===== src/inc/prs_consts.svh =====
// Purpose: timing and reset constants for the power-up/reset sequencer
// Assumes: 40 MHz core clock (25 ns period)
// Notes:   times kept in their own units; cycle counts derived below
`ifndef PRS_CONSTS_SVH
`define PRS_CONSTS_SVH

`define PRS_CLK_PERIOD_NS       25
`define PRS_CLK_MHZ             40
// host-side reset figures
`define PRS_RST_WIDTH_US        10
`define PRS_REFCLK_STABLE_US    1
// preamble readiness
`define PRS_MGMT_RESET_MS       2
`define PRS_MGMT_POWER_MS       200
`define PRS_PREAMBLE_BITS       32
// strap timing
`define PRS_STRAP_POWER_MS      200
`define PRS_STRAP_RESET_NS      120
`define PRS_STRAP_OUT_NS        64
// link pulse start delay, in milliseconds (1.5 s)
`define PRS_FLP_DELAY_MS        1500

// cycle counts: least times round up, longest times round down
`define PRS_RST_WIDTH_CYC   ((`PRS_RST_WIDTH_US*1000+`PRS_CLK_PERIOD_NS-1)/`PRS_CLK_PERIOD_NS)
`define PRS_REFCLK_CYC      ((`PRS_REFCLK_STABLE_US*1000+`PRS_CLK_PERIOD_NS-1)/`PRS_CLK_PERIOD_NS)
`define PRS_MGMT_RESET_CYC  (`PRS_MGMT_RESET_MS*1000*`PRS_CLK_MHZ)
`define PRS_MGMT_POWER_CYC  (`PRS_MGMT_POWER_MS*1000*`PRS_CLK_MHZ)
`define PRS_STRAP_POWER_CYC (`PRS_STRAP_POWER_MS*1000*`PRS_CLK_MHZ)
`define PRS_STRAP_RESET_CYC (`PRS_STRAP_RESET_NS/`PRS_CLK_PERIOD_NS)
`define PRS_STRAP_OUT_CYC   (`PRS_STRAP_OUT_NS/`PRS_CLK_PERIOD_NS)
`define PRS_FLP_DELAY_CYC   (`PRS_FLP_DELAY_MS*1000*`PRS_CLK_MHZ)

`define PRS_STRAP_W         8
`define PRS_CNT_W           32

`endif


===== src/inc/prs_pkg.sv =====
// Purpose: types for the power-up/reset sequencer
// Assumes: prs_consts.svh supplies widths
// Notes:   one sequencing state machine in the top module
`include "prs_consts.svh"
package prs_pkg;
  // sequencing phases after reset release or power-up
  typedef enum logic [2:0] {
    PRS_HOLD,       // reset held low
    PRS_LATCH,      // waiting to sample straps
    PRS_TURN,       // straps latched, turning pins to outputs
    PRS_SETTLE,     // waiting for management readiness
    PRS_RUN         // management ready, waiting/sending link pulses
  } prs_state_t;

  // status carried out of the sequencer
  typedef struct packed {
    logic strapValid;   // straps have been captured
    logic strapOutEn;   // dual-purpose pins drive as outputs
    logic mgmtReady;    // management window open, preamble awaited
    logic flpEnable;    // link pulse transmission allowed
  } prs_status_t;
endpackage : prs_pkg


===== src/design/prs_delay_timer.sv =====
// Purpose: one-shot cycle timer, done when count reaches limit
// Assumes: start is a one-cycle pulse; limit stable while running
// Notes:   done holds high until the next start, clear or reset
module prs_delay_timer #(
  parameter int CNT_W = 32
) (
  input  wire logic             clock,
  input  wire logic             rst_n,
  input  wire logic             clear,
  input  wire logic             start,
  input  wire logic [CNT_W-1:0] limit,
  output logic                  done
);
  logic [CNT_W-1:0] count_ff;   // elapsed cycles
  logic             run_ff;     // counting in progress
  logic             done_ff;    // limit reached

  wire logic hit = run_ff && (count_ff + 1'b1 >= limit);

  // count from start until the limit, then latch done
  always_ff @(posedge clock) begin
    if (!rst_n || clear) begin
      count_ff <= '0;
      run_ff   <= 1'b0;
      done_ff  <= 1'b0;
    end else if (start) begin
      count_ff <= '0;
      run_ff   <= 1'b1;
      done_ff  <= 1'b0;
    end else if (hit) begin
      run_ff   <= 1'b0;
      done_ff  <= 1'b1;
    end else if (run_ff) begin
      count_ff <= count_ff + 1'b1;
    end
  end

  assign done = done_ff;
endmodule : prs_delay_timer


===== src/design/prs_sequencer.sv =====
// Purpose: power-up and hardware-reset sequencing for a 10/100 PHY
// Assumes: rst_n is the device reset pin, synchronous to clock
// Notes:   counts above 4096 cycles are parameters for simulation
// Function
// - management ready within 2 ms of release
// - management ready within 200 ms of power-up
// - straps sampled within 200 ms of power-up
// - straps sampled about 120 ns after reset
// - strap pins become outputs 64 ns later
// - link pulses start 1.5 s after start
`include "prs_consts.svh"
module prs_sequencer
  import prs_pkg::*;
#(
  parameter int STRAP_W       = `PRS_STRAP_W,
  parameter int MGMT_RST_CYC  = `PRS_MGMT_RESET_CYC,
  parameter int MGMT_PWR_CYC  = `PRS_MGMT_POWER_CYC,
  parameter int STRAP_PWR_CYC = `PRS_STRAP_POWER_CYC,
  parameter int FLP_CYC       = `PRS_FLP_DELAY_CYC
) (
  input  wire logic               clock,
  input  wire logic               rst_n,
  input  wire logic               refClockOk,
  input  wire logic               powerUp,
  input  wire logic [STRAP_W-1:0] strapIn,
  input  wire logic               mgmtDataIn,
  input  wire logic               mgmtClockRise,
  output logic      [STRAP_W-1:0] strapLatched,
  output logic                    strapOutEn,
  output logic                    mgmtReady,
  output logic                    mgmtEnable,
  output logic                    flpEnable,
  output logic                    coreRst_n,
  output prs_status_t             status
);
  localparam int CW = `PRS_CNT_W;
  localparam int STRAP_RST_CYC = (`PRS_STRAP_RESET_CYC < 1) ? 1
                                 : `PRS_STRAP_RESET_CYC;
  localparam int STRAP_OUT_CYC = (`PRS_STRAP_OUT_CYC < 1) ? 1
                                 : `PRS_STRAP_OUT_CYC;
  localparam logic [5:0] PRE_BITS = 6'(`PRS_PREAMBLE_BITS);

  // refuse settings the counters cannot serve
  if (STRAP_W < 1 || MGMT_RST_CYC < 1 || MGMT_PWR_CYC < 1 ||
      STRAP_PWR_CYC < 1 || FLP_CYC < 1) begin : gBadParam
    $error("prs_sequencer: bad parameter");
  end

  // widen a cycle count to the timer width
  function automatic logic [CW-1:0] cyc(input int n);
    return CW'(n);
  endfunction : cyc

  prs_state_t         state_ff;        // sequencing phase
  prs_state_t         nxt_state;       // next phase
  logic               fromPower_ff;    // sequence began at power-up
  logic [STRAP_W-1:0] strap_ff;        // captured straps
  logic               strapOut_ff;     // pins switched to outputs
  logic               mgmtReady_ff;    // preamble window open
  logic [5:0]         preCnt_ff;       // consecutive ones seen
  logic               mgmtEn_ff;       // preamble completed
  logic               flp_ff;          // link pulses enabled
  logic               rstSeen_ff;      // reset seen since power-up
  logic               rstPrev_ff;      // rst_n one cycle back

  // only the release edge launches a sequence; power-up start picks its counts
  wire logic relPulse  = rst_n && !rstPrev_ff;
  wire logic pwrStart  = powerUp && !rstSeen_ff;
  wire logic seqStart  = relPulse;

  // strap latch and management timers chosen per start source
  wire logic [CW-1:0] latchLim = fromPower_ff ? cyc(STRAP_PWR_CYC)
                                              : cyc(STRAP_RST_CYC);
  wire logic [CW-1:0] mgmtLim  = fromPower_ff ? cyc(MGMT_PWR_CYC)
                                              : cyc(MGMT_RST_CYC);

  logic latchDone;   // strap sample time reached
  logic turnDone;    // output switch time reached
  logic mgmtDone;    // management settle time reached
  logic flpDone;     // link pulse delay reached
  logic turnStart;   // pulse on strap capture

  assign turnStart = (state_ff == PRS_LATCH) && latchDone;

  // strap latch timer
  prs_delay_timer #(.CNT_W(CW)) uLatch (
    .clock (clock), .rst_n (rst_n), .clear (1'b0),
    .start (seqStart), .limit (latchLim), .done (latchDone)
  );

  // pin turnaround timer
  prs_delay_timer #(.CNT_W(CW)) uTurn (
    .clock (clock), .rst_n (rst_n), .clear (1'b0),
    .start (turnStart), .limit (cyc(STRAP_OUT_CYC)), .done (turnDone)
  );

  // management readiness timer
  prs_delay_timer #(.CNT_W(CW)) uMgmt (
    .clock (clock), .rst_n (rst_n), .clear (1'b0),
    .start (seqStart), .limit (mgmtLim), .done (mgmtDone)
  );

  // link pulse delay timer
  prs_delay_timer #(.CNT_W(CW)) uFlp (
    .clock (clock), .rst_n (rst_n), .clear (1'b0),
    .start (seqStart), .limit (cyc(FLP_CYC)), .done (flpDone)
  );

  // next phase
  always_comb begin
    nxt_state = state_ff;
    unique case (state_ff)
      PRS_HOLD:   if (relPulse) nxt_state = PRS_LATCH;
      PRS_LATCH:  if (latchDone) nxt_state = PRS_TURN;
      PRS_TURN:   if (turnDone) nxt_state = PRS_SETTLE;
      PRS_SETTLE: if (mgmtDone) nxt_state = PRS_RUN;
      PRS_RUN:    nxt_state = PRS_RUN;
    endcase
  end

  // release edge detect and power-up record; the reset that is already
  // low while the supply comes up is the power-up reset, so only a fall
  // of the pin after a run marks a pin reset
  always_ff @(posedge clock) begin
    rstPrev_ff <= rst_n;
    if (!powerUp) rstSeen_ff <= 1'b0;                  // supply dropped
    else if (!rst_n && rstPrev_ff) rstSeen_ff <= 1'b1; // pin reset fell
  end

  // phase register; the low reset pin holds all logic but the edge detect and power-up record idle
  always_ff @(posedge clock) begin
    if (!rst_n) begin
      state_ff     <= PRS_HOLD;
      fromPower_ff <= 1'b0;
    end else begin
      state_ff <= nxt_state;
      if (relPulse) fromPower_ff <= pwrStart;
    end
  end

  // strap capture and pin turnaround
  always_ff @(posedge clock) begin
    if (!rst_n) begin
      strap_ff    <= '0;
      strapOut_ff <= 1'b0;
    end else begin
      if (turnStart) strap_ff <= strapIn;
      if (state_ff == PRS_TURN && turnDone)
        strapOut_ff <= 1'b1;
    end
  end

  // management gate: open after settle, then await preamble
  always_ff @(posedge clock) begin
    if (!rst_n) begin
      mgmtReady_ff <= 1'b0;
      preCnt_ff    <= 6'h00;
      mgmtEn_ff    <= 1'b0;
    end else begin
      if (state_ff == PRS_SETTLE && mgmtDone)
        mgmtReady_ff <= 1'b1;
      if (mgmtReady_ff && !mgmtEn_ff && mgmtClockRise) begin
        if (!mgmtDataIn) preCnt_ff <= 6'h00;
        else if (preCnt_ff + 6'h01 >= PRE_BITS) mgmtEn_ff <= 1'b1;
        else preCnt_ff <= preCnt_ff + 6'h01;
      end
    end
  end

  // link pulse enable after the long delay
  always_ff @(posedge clock) begin
    if (!rst_n) flp_ff <= 1'b0;
    else if (flpDone && state_ff != PRS_HOLD)
      flp_ff <= 1'b1;
  end

  // outputs
  assign strapLatched = strap_ff;
  assign strapOutEn   = strapOut_ff;
  assign mgmtReady    = mgmtReady_ff;
  assign mgmtEnable   = mgmtEn_ff;
  assign flpEnable    = flp_ff;
  assign coreRst_n    = rst_n && refClockOk;
  assign status       = '{strapValid: (state_ff != PRS_HOLD) &&
                                      (state_ff != PRS_LATCH),
                          strapOutEn: strapOut_ff,
                          mgmtReady:  mgmtReady_ff,
                          flpEnable:  flp_ff};
endmodule : prs_sequencer


===== config.mk =====
export PLATFORM = sky130hd
export DESIGN_NAME = prs_sequencer
export DESIGN_NICKNAME = d
export VERILOG_FILES = /design/src/inc/prs_pkg.sv /design/src/design/prs_delay_timer.sv /design/src/design/prs_sequencer.sv
export VERILOG_INCLUDE_DIRS = /design/src /design/src/inc
export SDC_FILE = /design/constraint.sdc
export NUM_CORES = 1
export LEC_CHECK = 0
export BUFFER_PORTS_ARGS = -buffer_cell sky130_fd_sc_hd__buf_4
export CAP_MARGIN = 40
export CORE_AREA = 2 2 150 123
export DETAILED_ROUTE_END_ITERATION = 12
export DIE_AREA = 0 0 152 125
export PLACE_DENSITY = 0.71
export REMOVE_ABC_BUFFERS = 1
export SYNTH_ARGS = -nofsm -noshare
export SYNTH_HDL_FRONTEND = slang
export SYNTH_SLANG_ARGS = --single-unit

===== constraint.sdc =====
create_clock -name clock -period 4.34 [get_ports clock]
set_input_delay 0.434 -clock clock [delete_from_list [all_inputs] [get_ports clock]]
set_output_delay 0.434 -clock clock [all_outputs]
set_load 0.05 [all_outputs]

After elaboration in Yosys (flattened, before gate mapping)
Cells that the tools add are included.
- register bits after elaboration: 160
- output and inout bits: 17
- $add $sub $neg: 5
- $lt $le $gt $ge: 5
- equal/unequal tests: 10
- muxes and demuxes: 17
- bitwise gates (word level): 5
- reduce and logical (&&, ||, !) cells: 34
- operator list (kind ; count):
    32-bit by 1-bit adder with 32-bit output, second input constant ; 4
    32-bit by 23-bit >= comparator with 1-bit output ; 2
    23-bit 2-to-1 mux ; 2
    32-bit by 2-bit >= comparator with 1-bit output, second input constant ; 1
    32-bit by 26-bit >= comparator with 1-bit output, second input constant ; 1
    1-bit logical AND ; 15
    3-bit case mux with 5 select lines ; 1
    3-bit 2-to-1 mux ; 4
    6-bit 2-to-1 mux ; 2
    2-bit AND reduction ; 5
    1-bit 2-to-1 mux ; 8
    2-bit nonzero test ; 4
    6-bit by 1-bit adder with 6-bit output, second input constant ; 1
    3-bit by 2-bit == test with 1-bit output, second input constant ; 2
    6-bit >= comparator, second input constant ; 1
    2-bit by 1-bit != test with 1-bit output, second input constant ; 3
    1-bit inverter ; 5
    1-bit logical NOT ; 4
    2-bit != test, second input constant ; 2
    4-bit AND reduction ; 1
    2-bit OR reduction ; 2
    3-bit by 1-bit == test with 1-bit output, second input constant ; 1
    3-bit == test, second input constant ; 1
    3-bit logical NOT ; 1
    3 further kinds ; 3

Longest topological paths before layout
- word-level depth: 5
- mapped depth: 16
- depth with buffers taken out: 13

Modules after synthesis
Synthesis repeated with hierarchy kept, for this count alone.
- cells, all modules: 1573
- area total of the unflattened synthesis: 12644.6 um^2
- by module, submodules not included (module ; times used ; cells an instance ; area each (um^2) ; seq. area each (um^2)):
    prs_delay_timer (uFlp ...) ; 3 ; 361 ; 2909.0 ; 680.7
    prs_delay_timer (uMgmt) ; 1 ; 363 ; 2901.5 ; 680.7
    prs_sequencer ; 1 ; 127 ; 1016.0 ; 480.5

Worst setup path after synthesis
No wires, ideal clock.
- kind: reg2reg
- start: register uLatch.count_ff[2]
- end: register uLatch.count_ff[3]
- setup time: 70 ps
- arrival: 3508 ps
- required time: 4270 ps
- slack: 761 ps
- stages on the path, launching flop included: 16
- clock period less this slack: 3579 ps
- cell sequence: dfxtp_1 > buf_2 > nand4_1 > or3_1 > nor3_1 > nand3_1 > xnor2_1 > ha_1 > o2111ai_1 > nor2_1 > mux2i_1 > a31o_2 > o211ai_2 > clkbuf_1 > or4_1 > a21oi_1
- longest elaborated chain between the ends: 5
- RTL lines (element ; line ; source):
    start: declaration ; prs_delay_timer.sv:14 ; logic [CNT_W-1:0] count_ff;
    start signal: assignment ; prs_delay_timer.sv:34 ; count_ff <= count_ff + 1'b1;
    32-bit by 1-bit adder with 32-bit output * ; prs_delay_timer.sv:18, prs_delay_timer.sv:34 ;
    32-bit by 23-bit >= comparator with 1-bit output ; prs_delay_timer.sv:18 ; wire logic hit = run_ff && (count_ff + 1'b1 >= limit);
    1-bit logical AND ; prs_delay_timer.sv:18 ;
    1-bit inverter (no source line) ; - ;
    2-bit AND reduction (no source line) ; - ;
Mark *: on every way between the ends. The rest lies on a longest branch, timed or not.
A chain may end at the register's enable or synchronous reset.

Worst setup path after layout
- start: register uMgmt.count_ff[0]
- end: register uMgmt.count_ff[9]
- longest elaborated chain between the ends: 5
- RTL lines (element ; line):
    start: declaration ; prs_delay_timer.sv:14
    start signal: assignment ; prs_delay_timer.sv:34
    32-bit by 1-bit adder with 32-bit output * ; prs_delay_timer.sv:18, prs_delay_timer.sv:34
    32-bit by 23-bit >= comparator with 1-bit output ; prs_delay_timer.sv:18
    1-bit logical AND ; prs_delay_timer.sv:18
    1-bit inverter (no source line) ; -
    2-bit AND reduction (no source line) ; -
Marks and branches as above.

==> reports/summary.txt <==
=================================================================================
Crit Path Category                                                        reg2reg
Reported leakage power                                                    3.61 nW
Clock network fraction of total power                                       0.514
Top cell type's share of synthesized area                                   0.338
Fin Clk Skew                                                           0.00786 ns
Layout overhead on the synthesized area                                     10.4%
Initial Utilization                                                         0.536
Hold Violations, Final                                                          0
Number of H-tree levels                                                         4
First-pass DRT Iterations                                                       8
Critical path startpoint category                                            flop
CTS Hold Bufs                                                                   0
Total Routing Usage GR                                                      0.223
Tightest hold margin                                                     0.242 ns
Highest net fanout along the worst path                                        23
Global placer's final weighted congestion                                   0.846
Post-synthesis instance total                                                1133
Biggest area consumer among synthesized cells                        sky130_fd_sc_hd__dfxtp_1
Share of power burned in combinational logic                                0.034
Power per Cell Area                                                    314 mW/mm²
Endpoint kind of the worst setup timing path                                 flop
Number of global-route vias before repair                                    7609
Register-to-register path setup slack                                     0.42 ns
Post-synthesis sequential area ratio                                        0.338
Worst Path Required                                                       4.70 ns
Number of clock sinks                                                         160
Clock latency reported for the late side of the worst-skew pair           0.43 ns
Final WL                                                                 20700 µm
Register share of total power                                               0.452
Post-DP Area                                                          0.00978 mm²
Yosys warning total                                                             0
Fin crit period                                                           3.92 ns
Total standard cell area after synthesis                              0.00947 mm²
Average via count per standard cell                                          6.07
Switching part of the total                                                 0.218
Layout Cells excl Fill                                                       1360
Worst Max-Slew Pin Slew                                                  0.797 ns
# setup viols final                                                             0
Achievable clock frequency                                                255 MHz
Clock slew seen by the registers of the worst setup and hold paths        0.07 ns
Share of flip-flops with an asynchronous set or reset                           0
Post-DP HPWL                                                             13800 µm
Relative slew margins                                                       0.465
Rows                                                                           44
Most common cell after layout, fill and taps aside                   sky130_fd_sc_hd__dfxtp_1
Flip-flop cell with the highest count after synthesis                sky130_fd_sc_hd__dfxtp_1
Count of input and output buffers                                              30
Max_cap viols                                                                   0
Average cell area after synthesis                                        8.36 µm²
Final global-route overflow total                                               0
Antenna Diode Count                                                             0
Final Max Slew Viols                                                            0
Post-route cell area                                                   0.0105 mm²
Pin count of the biggest net entering global routing                           42
Net switching component of the power                                       716 µW
Number of I/O pins                                                             31
Overall die height                                                         125 µm
Wire length of the first global-routing pass                             36400 µm
Run status                                                           finished, final reports clean
CTS Buffer Depth                                                                2
CTS tree                                                                    built
Root buffer cell                                                     sky130_fd_sc_hd__clkbuf_16
EDFF count, synth                                                               0
Leading post-synthesis cells by cell area                            sky130_fd_sc_hd__dfxtp_1 (34%), sky130_fd_sc_hd__nand2_1 (4.3%), sky130_fd_sc_hd__xnor2_1 (3.9%), sky130_fd_sc_hd__and2_1 (3.5%), sky130_fd_sc_hd__o31ai_1 (3.5%)
DRT iter0 DRCs                                                                546
Number of vias after detailed routing                                        8254
Inserted Clock Buffers                                                         17
Post-layout power                                                         3.29 mW
RSZ-0062 raised after global routing                                           no
CORE AREA                                                              0.0177 mm²
HP Class                                                                   in2reg
Worst endpoint data arrival time                                          4.28 ns
# placed instances                                                           1327
Worst VDD drop                                                             264 µV
DR WL/cell                                                                15.2 µm
Initial antenna violation count                                                 0
Top library cells by usage in the layout, fill and taps aside        sky130_fd_sc_hd__dfxtp_1 (160), sky130_fd_sc_hd__nand2_1 (108), sky130_fd_sc_hd__nand3_1 (59)
Total of flip-flops plus latches after synthesis                              160
TNS Setup                                                                    0 ns
Count of distinct cell types in the synthesized netlist                        76
Final worst-path cycle share                                                0.903
Internal power                                                            2.57 mW
Remaining DRCs                                                                  0
NumNets Final                                                                1158
Fraction of layout instances using a drive strength above 1                0.0982
Antenna viol nets, final                                                        0
Width of the chip                                                          152 µm
Floorplan die area                                                     0.0190 mm²
=================================================================================
[critical path, stage by stage, from the launching register on]
cell                       delay, ns
sky130_fd_sc_hd__dfxtp_1        0.37
sky130_fd_sc_hd__ha_1           0.23
sky130_fd_sc_hd__nand3_1        0.23
sky130_fd_sc_hd__nor4_2         0.20
sky130_fd_sc_hd__buf_4          0.17
sky130_fd_sc_hd__and3_1         0.29
sky130_fd_sc_hd__nand3_1        0.15
sky130_fd_sc_hd__xnor2_1        0.16
sky130_fd_sc_hd__ha_1           0.18
sky130_fd_sc_hd__a21o_1         0.17
sky130_fd_sc_hd__a221oi_1       0.29
sky130_fd_sc_hd__o211ai_1       0.13
sky130_fd_sc_hd__a311o_1        0.44
sky130_fd_sc_hd__buf_4          0.28
sky130_fd_sc_hd__nor4_1         0.34
sky130_fd_sc_hd__mux2i_1        0.22
[power groups by stage]
| stage | combinational (mW) | sequential [mW] | clock (mW) |
|---|---|---|---|
| finish | 0.112 | 1.48 | 1.69 |
| global route | 0.126 | 1.48 | 1.79 |
| CTS | 0.113 | 1.48 | 1.73 |
| detailed placement | 0.112 | 1.52 | 0 |
| global placement | 0.110 | 1.52 | 0 |
| floorplan | 0.0682 | 1.51 | 0 |
[per-layer routing]
metal,vias to the layer above,track usage,share of wire
met3,22,0.0378,0.033
met5,-,0,0
met4,0,0.0599,0.011
met1,3876,0.326,0.52
li1,4201,-,-
met2,155,0.340,0.44
[kinds of logic (layout without fill, tap and decap cells)]
family                     count (synthesis)  in the layout  synth area share
and+or+nand+nor                          519            519             0.315
DFF                                      160            160             0.338
adders and majority gates                 26             26            0.0343
buffers and inverters                    110            107            0.0519
AOI/OAI and AO/OA                        231            231             0.177
xor gates and xnor gates                  62             62            0.0573
muxes                                     25             25            0.0267
[worst paths after layout]
| check | startpoint | to | cells past startpoint |
|---|---|---|---|
| max | uMgmt.count_ff[0] | uMgmt.count_ff[9] | 15 |
| min | powerUp | rstSeen_ff | 2 |
| max reg2reg | uMgmt.count_ff[0] | uMgmt.count_ff[9] | 15 |
| min reg2reg | uTurn.count_ff[24] | uTurn.count_ff[24] | 1 |
[cell type report]
type,count,area (µm²)
Multi-Input combinational cell,863,5810
Timing Repair Buffer,51,408
Sequential cell,160,3200
Fill cell,1548,7220
Tap cell,230,288
Clock inverter,11,201
Clock buffer,20,457
Inverter,25,93.8
[registers in the layout, summed over array words and instances, names as in the netlist, 3 cells and up]
signal           count
preCnt_ff            6
state_ff             3
uLatch.count_ff     32
strapLatched         8
uTurn.count_ff      32
uFlp.count_ff       32
uMgmt.count_ff      32
[cells in the mapped netlist, types with 5 or more instances]
master / count
sky130_fd_sc_hd__nor4b_1: 5
sky130_fd_sc_hd__a211oi_1: 7
sky130_fd_sc_hd__buf_2: 22
sky130_fd_sc_hd__and3_1: 37
sky130_fd_sc_hd__nor3_1: 19
sky130_fd_sc_hd__buf_4: 7
sky130_fd_sc_hd__ha_1: 26
sky130_fd_sc_hd__xor2_1: 20
sky130_fd_sc_hd__a31oi_1: 6
sky130_fd_sc_hd__o311ai_0: 14
sky130_fd_sc_hd__a311oi_1: 5
sky130_fd_sc_hd__and2_1: 53
sky130_fd_sc_hd__nand2b_1: 28
sky130_fd_sc_hd__inv_1: 25
sky130_fd_sc_hd__nand2_1: 108
sky130_fd_sc_hd__a21oi_1: 52
sky130_fd_sc_hd__xnor2_1: 42
sky130_fd_sc_hd__nand4_1: 37
sky130_fd_sc_hd__o41ai_1: 17
sky130_fd_sc_hd__clkbuf_1: 50
sky130_fd_sc_hd__nor2_1: 46
sky130_fd_sc_hd__nand3_1: 59
sky130_fd_sc_hd__mux2i_1: 23
sky130_fd_sc_hd__dfxtp_1: 160
sky130_fd_sc_hd__a21boi_0: 14
sky130_fd_sc_hd__o21ai_0: 18
sky130_fd_sc_hd__nor3b_1: 5
sky130_fd_sc_hd__or4_1: 41
sky130_fd_sc_hd__o211ai_1: 7
sky130_fd_sc_hd__a211o_1: 6
sky130_fd_sc_hd__or2_2: 7
sky130_fd_sc_hd__nor4_1: 25
sky130_fd_sc_hd__and4_1: 12
sky130_fd_sc_hd__o21a_1: 11
sky130_fd_sc_hd__or3_1: 12
sky130_fd_sc_hd__o31ai_1: 44
[through the flow]
step	setup WS [ns]	utilization
after floorplan	-0.317	-
after global placement	0.430	0.554
after detailed placement	0.399	0.554
after CTS	0.369	0.591
after global routing	0.00563	0.592
final	0.420	0.592
[timing repair]
action | CTS | global route
setup buffers | 0 | 2
setup endpoints to repair | 0 | 17
gates resized for setup | 0 | 1
(Power assumes the default switching activity.)
